[src/pkg/pdd_pkg.sv]
package pdd_pkg;

    ////////////////////////////////////////////////////////////////////////////
    // Widths
    localparam int          PDD_PINS   = 8;
    localparam int          PDD_ADDR_W = 8;
    localparam int          PDD_DATA_W = 32;
    localparam int          PDD_ISC_W  = 3;

    ////////////////////////////////////////////////////////////////////////////
    // Register indices; byte address is four times the index
    localparam logic [5:0]  IDX_DRIVE_ENABLE        = 6'h00;
    localparam logic [5:0]  IDX_DRIVE_ENABLE_SET    = 6'h01;
    localparam logic [5:0]  IDX_DRIVE_ENABLE_CLEAR  = 6'h02;
    localparam logic [5:0]  IDX_DRIVE_ENABLE_TOGGLE = 6'h03;
    localparam logic [5:0]  IDX_DRIVE_LEVEL         = 6'h04;
    localparam logic [5:0]  IDX_DRIVE_LEVEL_SET     = 6'h05;
    localparam logic [5:0]  IDX_DRIVE_LEVEL_CLEAR   = 6'h06;
    localparam logic [5:0]  IDX_DRIVE_LEVEL_TOGGLE  = 6'h07;
    localparam logic [5:0]  IDX_PIN_CTRL_FIRST      = 6'h10;
    localparam logic [5:0]  IDX_PIN_CTRL_LAST       = 6'h17;
    localparam logic [1:0]  ADDR_WORD_OFFSET        = 2'h0;

    ////////////////////////////////////////////////////////////////////////////
    // Field positions and codes
    localparam int          ISC_LSB           = 0;
    localparam logic [2:0]  ISC_INPUT_DISABLE = 3'h4;
    localparam int          STRB_LOW_LANE     = 0;

    ////////////////////////////////////////////////////////////////////////////
    // Reset values
    localparam logic [7:0]  RST_DRIVE_ENABLE = 8'h00;
    localparam logic [7:0]  RST_DRIVE_LEVEL  = 8'h00;
    localparam logic [2:0]  RST_ISC          = 3'h0;
    localparam logic [31:0] RDATA_NONE       = 32'h00000000;

    ////////////////////////////////////////////////////////////////////////////
    // Types
    typedef enum logic [2:0] {
        PDD_OP_NONE  = 3'b000,
        PDD_OP_WRITE = 3'b001,
        PDD_OP_SET   = 3'b010,
        PDD_OP_CLR   = 3'b011,
        PDD_OP_TGL   = 3'b100
    } pdd_op_t;

    typedef struct packed {
        logic [PDD_PINS-1:0] level;
        logic [PDD_PINS-1:0] oeN;
    } pdd_pins_t;

endpackage

[src/rtl/pdd_strobe_merge.sv]
`timescale 1ns/1ps

module pdd_strobe_merge
    import pdd_pkg::*;
(
    input  wire logic [PDD_PINS-1:0] cur,
    input  wire logic [PDD_PINS-1:0] wdata,
    input  wire pdd_op_t             op,
    output logic      [PDD_PINS-1:0] nxt
);

    ////////////////////////////////////////////////////////////////////////////
    // Per-bit update from plain write or set, clear and toggle strobes
    for (genvar n = 0; n < PDD_PINS; n++) begin : g_bit
        always_comb begin
            case (op)
                PDD_OP_WRITE: nxt[n] = wdata[n];
                PDD_OP_SET:   nxt[n] = cur[n] | wdata[n];
                PDD_OP_CLR:   nxt[n] = cur[n] & ~wdata[n];
                PDD_OP_TGL:   nxt[n] = cur[n] ^ wdata[n];
                default:      nxt[n] = cur[n];
            endcase
        end
    end

endmodule

[src/rtl/pdd_sense_decode.sv]
`timescale 1ns/1ps

module pdd_sense_decode
    import pdd_pkg::*;
(
    input  wire logic [PDD_PINS-1:0][PDD_ISC_W-1:0] input_sense_config,
    output logic      [PDD_PINS-1:0]                bufEn
);

    ////////////////////////////////////////////////////////////////////////////
    // Input buffer is off only for the input-disable code
    for (genvar n = 0; n < PDD_PINS; n++) begin : g_pin
        assign bufEn[n] = (input_sense_config[n] != ISC_INPUT_DISABLE);
    end

endmodule

[src/rtl/pdd_port_drive.sv]
// Chosen here: the APB interface to the registers.
`timescale 1ns/1ps

// How it works
// (RL1) A drive-enable bit of 0 turns the pin driver off, 1 turns it on.
// (RL2) Drive-enable never touches the input buffer; only the input sense field does.
// (RL3) Writing ones to drive_enable_set (index 0x01) sets those drive-enable bits.
// (RL4) Writing ones to drive_enable_clear (index 0x02) clears those drive-enable bits.
// (RL5) Writing ones to drive_enable_toggle (index 0x03) inverts those drive-enable bits.
// (RL6) Reads of the enable set, clear and toggle registers return drive-enable.
// (RL7) A drive-level bit of 0 drives the pin low and 1 drives it high.
// (RL8) The drive level reaches the pin only while its driver is enabled.
// (RL9) drive_level is an 8-bit read/write register at index 0x04, reset 0x00.
// (RL10) Writing ones to drive_level_set (index 0x05) sets those level bits.
// (RL11) Writing ones to drive_level_clear (index 0x06) clears those level bits.
// (RL12) Reads of the level set and clear registers return drive-level.
// (RL13) Writing ones to drive_level_toggle (index 0x07) inverts those level bits.
// (RL14) Input sense code 0x4 disables the input buffer; other codes keep it on.
// (RL15) Strobe registers hold nothing; the target updates on the accepting edge.

module pdd_port_drive
    import pdd_pkg::*;
(
    input  wire logic                  clk,
    input  wire logic                  srst,
    input  wire logic                  psel,
    input  wire logic                  penable,
    input  wire logic                  pwrite,
    input  wire logic [PDD_ADDR_W-1:0] paddr,
    input  wire logic [PDD_DATA_W-1:0] pwdata,
    input  wire logic [3:0]            pstrb,
    output logic      [PDD_DATA_W-1:0] prdata,
    output logic                       pready,
    output logic                       pslverr,
    output pdd_pins_t                  pins,
    output logic      [PDD_PINS-1:0]   inputBufEn
);

    ////////////////////////////////////////////////////////////////////////////
    // State
    logic [PDD_PINS-1:0]                driveEnable;
    logic [PDD_PINS-1:0]                driveLevel;
    logic [PDD_PINS-1:0][PDD_ISC_W-1:0] input_sense_config;
    logic [PDD_PINS-1:0]                next_driveEnable;
    logic [PDD_PINS-1:0]                next_driveLevel;
    logic [PDD_PINS-1:0][PDD_ISC_W-1:0] next_isc;
    logic [PDD_PINS-1:0]                next_inputBufEn;
    pdd_pins_t                          next_pins;
    logic [PDD_DATA_W-1:0]              next_prdata;
    logic                               next_pready;
    logic                               next_pslverr;

    // Decode helpers
    logic                               wordAligned;
    logic [5:0]                         regIdx;
    logic                               isPinCtrl;
    logic [2:0]                         pinSel;
    logic                               mapped;
    logic                               wrAccept;
    pdd_op_t                            enableOp;
    pdd_op_t                            levelOp;
    logic [PDD_DATA_W-1:0]              readMux;

    ////////////////////////////////////////////////////////////////////////////
    // Address decode
    assign wordAligned = (paddr[1:0] == ADDR_WORD_OFFSET);
    assign regIdx      = paddr[7:2];
    assign isPinCtrl   = (regIdx >= IDX_PIN_CTRL_FIRST) && (regIdx <= IDX_PIN_CTRL_LAST);
    assign pinSel      = regIdx[2:0];
    assign mapped      = wordAligned && (isPinCtrl || (regIdx <= IDX_DRIVE_LEVEL_TOGGLE));

    // Write taken only at the completing access edge, low byte lane enabled
    assign wrAccept = psel && penable && pready && pwrite && mapped && pstrb[STRB_LOW_LANE];

    ////////////////////////////////////////////////////////////////////////////
    // Strobe operation select for the two pin registers
    always_comb begin
        enableOp = PDD_OP_NONE;
        levelOp  = PDD_OP_NONE;
        if (wrAccept) begin
            case (regIdx)
                IDX_DRIVE_ENABLE:        enableOp = PDD_OP_WRITE;
                IDX_DRIVE_ENABLE_SET:    enableOp = PDD_OP_SET; // RL3
                IDX_DRIVE_ENABLE_CLEAR:  enableOp = PDD_OP_CLR; // RL4
                IDX_DRIVE_ENABLE_TOGGLE: enableOp = PDD_OP_TGL; // RL5
                IDX_DRIVE_LEVEL:         levelOp  = PDD_OP_WRITE; // RL9
                IDX_DRIVE_LEVEL_SET:     levelOp  = PDD_OP_SET; // RL10
                IDX_DRIVE_LEVEL_CLEAR:   levelOp  = PDD_OP_CLR; // RL11
                IDX_DRIVE_LEVEL_TOGGLE:  levelOp  = PDD_OP_TGL; // RL13
                default: begin
                    enableOp = PDD_OP_NONE;
                    levelOp  = PDD_OP_NONE;
                end
            endcase
        end
    end

    // Bit merge for drive-enable; strobes keep no copy of their own
    pdd_strobe_merge u_enable_merge (
        .cur   (driveEnable),
        .wdata (pwdata[PDD_PINS-1:0]),
        .op    (enableOp),
        .nxt   (next_driveEnable)
    ); // RL15

    // Bit merge for drive-level
    pdd_strobe_merge u_level_merge (
        .cur   (driveLevel),
        .wdata (pwdata[PDD_PINS-1:0]),
        .op    (levelOp),
        .nxt   (next_driveLevel)
    ); // RL15

    ////////////////////////////////////////////////////////////////////////////
    // Per-pin input sense field update
    always_comb begin
        next_isc = input_sense_config;
        if (wrAccept && isPinCtrl) begin
            next_isc[pinSel] = pwdata[ISC_LSB +: PDD_ISC_W];
        end
    end

    // Input buffer enable follows the sense field alone
    pdd_sense_decode u_sense (
        .input_sense_config   (next_isc),
        .bufEn (next_inputBufEn)
    ); // RL2 RL14

    ////////////////////////////////////////////////////////////////////////////
    // Pin drive: enable low on the oe pin while driving, level straight out
    always_comb begin
        next_pins.oeN   = ~next_driveEnable; // RL1 RL8
        next_pins.level = next_driveLevel;   // RL7
    end

    ////////////////////////////////////////////////////////////////////////////
    // Read mux; companions show the underlying register
    always_comb begin
        readMux = RDATA_NONE;
        if (isPinCtrl) begin
            readMux[ISC_LSB +: PDD_ISC_W] = input_sense_config[pinSel];
        end else begin
            case (regIdx)
                IDX_DRIVE_ENABLE,
                IDX_DRIVE_ENABLE_SET,
                IDX_DRIVE_ENABLE_CLEAR,
                IDX_DRIVE_ENABLE_TOGGLE: readMux[PDD_PINS-1:0] = driveEnable; // RL6
                IDX_DRIVE_LEVEL,
                IDX_DRIVE_LEVEL_SET,
                IDX_DRIVE_LEVEL_CLEAR,
                IDX_DRIVE_LEVEL_TOGGLE:  readMux[PDD_PINS-1:0] = driveLevel; // RL12
                default:                 readMux = RDATA_NONE;
            endcase
        end
        if (!mapped) begin
            readMux = RDATA_NONE;
        end
    end

    ////////////////////////////////////////////////////////////////////////////
    // APB answer: no wait state, ready and data registered in setup
    always_comb begin
        next_pready  = psel && !penable;
        next_pslverr = psel && !penable && !mapped;
        next_prdata  = prdata;
        if (psel && !penable) begin
            next_prdata = pwrite ? RDATA_NONE : readMux;
        end
    end

    ////////////////////////////////////////////////////////////////////////////
    // Registers
    always_ff @(posedge clk) begin
        if (srst) begin
            driveEnable <= RST_DRIVE_ENABLE;
            driveLevel  <= RST_DRIVE_LEVEL; // RL9
            input_sense_config         <= {PDD_PINS{RST_ISC}};
            inputBufEn  <= {PDD_PINS{1'b1}};
            pins.oeN    <= ~RST_DRIVE_ENABLE;
            pins.level  <= RST_DRIVE_LEVEL;
            prdata      <= RDATA_NONE;
            pready      <= 1'b0;
            pslverr     <= 1'b0;
        end else begin
            driveEnable <= next_driveEnable;
            driveLevel  <= next_driveLevel;
            input_sense_config         <= next_isc;
            inputBufEn  <= next_inputBufEn;
            pins        <= next_pins;
            prdata      <= next_prdata;
            pready      <= next_pready;
            pslverr     <= next_pslverr;
        end
    end

    ////////////////////////////////////////////////////////////////////////////
    // Assertion helpers
    logic                wrEnable;
    logic                wrLevel;
    logic [PDD_PINS-1:0] wrData;
    assign wrEnable = wrAccept && !isPinCtrl && (regIdx <= IDX_DRIVE_ENABLE_TOGGLE);
    assign wrLevel  = wrAccept && !isPinCtrl && (regIdx >= IDX_DRIVE_LEVEL);
    assign wrData   = pwdata[PDD_PINS-1:0];

    ////////////////////////////////////////////////////////////////////////////
    // Assertions
    AST_DRIVER_OFF: assert property (@(posedge clk) disable iff (srst) // RL1
        pins.oeN == ~driveEnable)
        else $error("pin driver enable does not follow drive-enable");

    AST_BUF_INDEPENDENT: assert property (@(posedge clk) disable iff (srst) // RL2
        !(wrAccept && isPinCtrl) |=> $stable(inputBufEn))
        else $error("input buffer changed without a sense field write");

    AST_ENABLE_SET: assert property (@(posedge clk) disable iff (srst) // RL3
        (wrAccept && regIdx == IDX_DRIVE_ENABLE_SET)
        |=> driveEnable == ($past(driveEnable) | $past(wrData)))
        else $error("drive-enable set strobe gave wrong value");

    AST_ENABLE_CLEAR: assert property (@(posedge clk) disable iff (srst) // RL4
        (wrAccept && regIdx == IDX_DRIVE_ENABLE_CLEAR)
        |=> driveEnable == ($past(driveEnable) & ~$past(wrData)))
        else $error("drive-enable clear strobe gave wrong value");

    AST_ENABLE_TOGGLE: assert property (@(posedge clk) disable iff (srst) // RL5
        (wrAccept && regIdx == IDX_DRIVE_ENABLE_TOGGLE)
        |=> driveEnable == ($past(driveEnable) ^ $past(wrData)))
        else $error("drive-enable toggle strobe gave wrong value");

    AST_READ_ENABLE: assert property (@(posedge clk) disable iff (srst) // RL6
        (psel && !penable && !pwrite && wordAligned && regIdx >= IDX_DRIVE_ENABLE_SET
         && regIdx <= IDX_DRIVE_ENABLE_TOGGLE)
        |=> pready && prdata == {24'h000000, driveEnable})
        else $error("enable companion read did not return drive-enable");

    AST_LEVEL_OUT: assert property (@(posedge clk) disable iff (srst) // RL7
        pins.level == driveLevel)
        else $error("pin level does not follow drive-level");

    AST_LEVEL_GATED: assert property (@(posedge clk) disable iff (srst) // RL8
        !driveEnable[0] |-> pins.oeN[0])
        else $error("pin 0 driven while its driver is disabled");

    AST_LEVEL_RESET: assert property (@(posedge clk) // RL9
        srst |=> driveLevel == RST_DRIVE_LEVEL && driveEnable == RST_DRIVE_ENABLE)
        else $error("pin registers not cleared by reset");

    AST_LEVEL_SET: assert property (@(posedge clk) disable iff (srst) // RL10
        (wrAccept && regIdx == IDX_DRIVE_LEVEL_SET)
        |=> driveLevel == ($past(driveLevel) | $past(wrData)))
        else $error("drive-level set strobe gave wrong value");

    AST_LEVEL_CLEAR: assert property (@(posedge clk) disable iff (srst) // RL11
        (wrAccept && regIdx == IDX_DRIVE_LEVEL_CLEAR)
        |=> driveLevel == ($past(driveLevel) & ~$past(wrData)))
        else $error("drive-level clear strobe gave wrong value");

    AST_READ_LEVEL: assert property (@(posedge clk) disable iff (srst) // RL12
        (psel && !penable && !pwrite && wordAligned
         && (regIdx == IDX_DRIVE_LEVEL_SET || regIdx == IDX_DRIVE_LEVEL_CLEAR))
        |=> prdata == {24'h000000, driveLevel})
        else $error("level companion read did not return drive-level");

    AST_LEVEL_TOGGLE: assert property (@(posedge clk) disable iff (srst) // RL13
        (wrAccept && regIdx == IDX_DRIVE_LEVEL_TOGGLE)
        |=> driveLevel == ($past(driveLevel) ^ $past(wrData)))
        else $error("drive-level toggle strobe gave wrong value");

    AST_BUF_DISABLE: assert property (@(posedge clk) disable iff (srst) // RL14
        inputBufEn[0] == (input_sense_config[0] != ISC_INPUT_DISABLE))
        else $error("input buffer enable wrong for pin 0 sense code");

    AST_NO_STRAY_WRITE: assert property (@(posedge clk) disable iff (srst) // RL15
        !wrEnable |=> $stable(driveEnable))
        else $error("drive-enable changed without an accepted write");

    AST_LEVEL_HOLD: assert property (@(posedge clk) disable iff (srst) // RL15
        !wrLevel |=> $stable(driveLevel))
        else $error("drive-level changed without an accepted write");

    AST_READY_TIMING: assert property (@(posedge clk) disable iff (srst)
        (psel && !penable) |=> pready ##1 !pready)
        else $error("pready not one cycle after setup");

    AST_ERR_UNMAPPED: assert property (@(posedge clk) disable iff (srst)
        (psel && !penable && !mapped) |=> pready && pslverr)
        else $error("unmapped access did not answer with an error");

    AST_NO_ERR_MAPPED: assert property (@(posedge clk) disable iff (srst)
        (psel && !penable && mapped) |=> !pslverr)
        else $error("mapped access answered with an error");

    AST_ERR_WITH_READY: assert property (@(posedge clk) disable iff (srst)
        pslverr |-> pready)
        else $error("error response outside the access cycle");

    AST_UNMAPPED_READ: assert property (@(posedge clk) disable iff (srst)
        (psel && !penable && !pwrite && !mapped) |=> prdata == RDATA_NONE)
        else $error("unmapped read returned nonzero data");

    AST_WRITE_NO_DATA: assert property (@(posedge clk) disable iff (srst)
        (psel && !penable && pwrite) |=> prdata == RDATA_NONE)
        else $error("write answered with nonzero read data");

    AST_ENABLE_WRITE: assert property (@(posedge clk) disable iff (srst) // RL1
        (wrAccept && regIdx == IDX_DRIVE_ENABLE)
        |=> driveEnable == $past(wrData))
        else $error("drive-enable plain write gave wrong value");

    AST_LEVEL_WRITE: assert property (@(posedge clk) disable iff (srst) // RL9
        (wrAccept && regIdx == IDX_DRIVE_LEVEL)
        |=> driveLevel == $past(wrData))
        else $error("drive-level plain write gave wrong value");

    AST_SENSE_WRITE: assert property (@(posedge clk) disable iff (srst) // RL14
        (wrAccept && isPinCtrl)
        |=> input_sense_config[$past(pinSel)] == $past(pwdata[ISC_LSB +: PDD_ISC_W]))
        else $error("sense field write gave wrong value");

    ////////////////////////////////////////////////////////////////////////////
    // Per-pin checks of driver gating and input buffer decode
    for (genvar n = 0; n < PDD_PINS; n++) begin : g_pin_chk
        AST_PIN_GATED: assert property (@(posedge clk) disable iff (srst) // RL8
            !driveEnable[n] |-> pins.oeN[n])
            else $error("pin driven while its driver is disabled");

        AST_PIN_BUF: assert property (@(posedge clk) disable iff (srst) // RL2 RL14
            inputBufEn[n] == (input_sense_config[n] != ISC_INPUT_DISABLE))
            else $error("input buffer enable does not match its sense code");
    end

    ////////////////////////////////////////////////////////////////////////////
    // Cover scenarios
    CVR_ENABLE_TOGGLE: cover property (@(posedge clk) disable iff (srst)
        wrAccept && regIdx == IDX_DRIVE_ENABLE_TOGGLE && wrData != 8'h00);

    CVR_LEVEL_SET_THEN_CLEAR: cover property (@(posedge clk) disable iff (srst)
        (wrAccept && regIdx == IDX_DRIVE_LEVEL_SET) ##[1:8]
        (wrAccept && regIdx == IDX_DRIVE_LEVEL_CLEAR));

    CVR_BUF_OFF: cover property (@(posedge clk) disable iff (srst)
        inputBufEn != 8'hFF);

    CVR_UNMAPPED: cover property (@(posedge clk) disable iff (srst)
        pready && pslverr);

    CVR_PIN_DRIVEN_HIGH: cover property (@(posedge clk) disable iff (srst)
        !pins.oeN[0] && pins.level[0]);

endmodule

[config.mk]
export PLATFORM = sky130hd
export DESIGN_NAME = pdd_port_drive
export DESIGN_NICKNAME = d
export VERILOG_FILES = /design/src/pkg/pdd_pkg.sv /design/src/rtl/pdd_strobe_merge.sv /design/src/rtl/pdd_sense_decode.sv /design/src/rtl/pdd_port_drive.sv
export SDC_FILE = /design/constraint.sdc
export NUM_CORES = 1
export LEC_CHECK = 0
export BUFFER_PORTS_ARGS = -buffer_cell sky130_fd_sc_hd__buf_2
export CAP_MARGIN = 15
export CORE_ASPECT_RATIO = 1.4
export CORE_MARGIN = 1.5
export CORE_UTILIZATION = 25
export DETAILED_ROUTE_END_ITERATION = 8
export GPL_TIMING_DRIVEN = 0
export PLACE_DENSITY_LB_ADDON = 0.15
export SLEW_MARGIN = 30
export SYNTH_ARGS = -nofsm -noshare
export SYNTH_HDL_FRONTEND = slang
export SYNTH_SLANG_ARGS = --single-unit
[constraint.sdc]
create_clock -name clk -period 2.58 [get_ports clk]
set_input_delay 0.258 -clock clk [delete_from_list [all_inputs] [get_ports clk]]
set_output_delay 0.258 -clock clk [all_outputs]
set_load 0.1 [all_outputs]
==> metrics.csv <==
metric,value,unit
clk_path_buf_depth,2,
numCtsBuffers,9,
cts_max_level,3,
drtIter0Drc,119,
n_antenna_cell,0,
cp_data_required_time,2780,ps
final_common_cell,dfxtp_1,
grt_pass1_vias,3271,
worstSetupStartpointType,primary input,
r2r_cells,4,
finalCriticalPeriod,2280,ps
ant_nets,0,
crit_arrival,2480,ps
cts_tree,built,
drv_slew,0,
hold_violations,0,
finalCritPeriodShare,0.885,
ys_ff_latch,66,
setup_viol,0,
synth_cells,423,
drc_errors,0,
rsz0062_at_grt,no,
leakagePower,2.22,nW
fin_hold_ws,299,ps
dp_hpwl,8670,um
die_area,16500,sq um
dr_total_vias,3186,
synth_area,3930,sq um
clockRootBuffer,clkbuf_16,
clk_pin_slew,60,ps
skew,5.76,ps
ys_async_sr_fraction,0,
io_buffer_count,54,
slew_headroom,0.405,
postCtsSetupRepairBufs,0,
fin_nets,593,
hold_path_depth,3,
wl,11200,um
std_cell_rows,54,
drv_cap,0,
cp-end-kind,register,
path_class,in2reg,
crit_family,buffers and inverters,
synth-edff-count,0,
gp_congestion,0.800,
ioPinCount,107,
cts_resized,0,
die_h,151,um
syn_avg_cell_area,9.30,sq um
area_growth,24.7,%
grt_max_degree,13,
status,completed,
crit_fanout,10,
grt_pass1_wl,17500,um
final_cell_mix,"66 x dfxtp_1, 56 x buf_2, 49 x mux2i_1, 33 x inv_1, 32 x ha_1",
yosys_warnings,0,
synth_cell_types,39,
fmax,438,MHz
insertion_delay,340,ps
vdd_drop_max,235,uV
drive_gt1_frac,0.217,
antenna_found_initial,0,
yosysSeqAreaShare,0.336,
worst-path-buf-inv,4,
ys.flop_type,dfxtp_1,
hold_buffers,0,
worst_path_max_delay_cell,clkbuf_1,
worstMarginPinSlew,886,ps
clock-sinks,66,
wire_per_inst,15.7,um
initial_core_util,0.254,
overflow,0,
die_w,109,um
cpPeakStageDelay,500,ps
coreArea,15500,sq um
min_path_type,in2reg,
drtPass1Iterations,4,
viasPerCell,4.47,
cp.depth,7,
grt_usage,0.144,
post-route-util,0.317,
path_cells,"buf_2, buf_2, clkbuf_1, and2_1, clkbuf_1, nand3_1, mux2i_1",
p_per_area,589,nW/um^2
==> path summary, 6_finish.rpt <==
check | start | end | slack (ps)
worst max-delay path | paddr[2] | inputBufEn[7]$_SDFF_PP1_ | 300
worst min-delay path | pwdata[7] | driveLevel[7]$_SDFFE_PP0P_ | 300
worst max register to register | pready$_SDFF_PP0_ | pins[5]$_SDFF_PP1_ | 660
worst min register to register | prdata[2]$_SDFFE_PP0P_ | prdata[2]$_SDFFE_PP0P_ | 490
==> report_power, final <==
part | internal, mW | switching, mW | total [mW] | leakage [nW]
Combinational | 0.106 | 0.300 | 0.405 | 1.52
Sequential | 1.02 | 0.00138 | 1.02 | 0.532
Clock | 0.972 | 0.489 | 1.46 | 0.165
Total | 2.10 | 0.791 | 2.89 | 2.22
==> metrics by stage <==
stage,area (sq um),power [mW],cells,setup WS (ps),TNS [ps]
final,4910,2.89,713,297,0
after global routing,4910,3.01,713,129,0
after CTS,4910,2.93,713,231,0
after detailed placement,4550,1.45,697,-116,-629
after global placement,4540,1.45,696,-234,-1120
after floorplan,4020,1.37,446,339,0
==> cell families (layout without fill, tap and decap cells) <==
family | Yosys count | after routing | synth area share
compound gates | 63 | 63 | 0.108
xor+xnor | 1 | 1 | 0.00223
fa+ha+maj | 32 | 32 | 0.102
buf+inv | 82 | 153 | 0.103
flops | 66 | 66 | 0.336
mux | 57 | 57 | 0.170
other cells | 1 | 24 | 0.000953
simple gates | 121 | 121 | 0.178
==> worst register-to-register path: stages (launching register included) <==
cell	delay, ps
dfxtp_1	430
nand3b_1	160
nor4_4	760
mux2i_1	230
or2_1	240
==> cell type report <==
cell class	instances	area, sq um
sequential	66	1320
tap	196	245
multi-input combinational	298	2300
inverter	33	124
timing repair buffer	55	275
clock buffer	10	239
fill	1641	10600
clock inverter	6	114
buffer	49	283
==> cell usage after synthesis (10+ instances only) <==
library cell | n | area share
dfxtp_1 | 66 | 0.34
mux2i_1 | 49 | 0.12
inv_1 | 33 | 0.031
ha_1 | 32 | 0.10
nand2b_1 | 30 | 0.048
nor2_1 | 25 | 0.024
buf_4 | 24 | 0.046
clkbuf_1 | 18 | 0.017
nand2_1 | 14 | 0.013
o21ai_0 | 12 | 0.015
a22oi_1 | 10 | 0.019
a31oi_1 | 10 | 0.016
==> layer usage <==
layer	wire length (um)	vias to the layer above	global-route usage
li1	-	1596	-
met3	371	12	0.0271
met1	4690	1519	0.159
met4	154	0	0.0500
met5	0	-	0
met2	5980	59	0.269
Power figures use the tool's default switching activity.
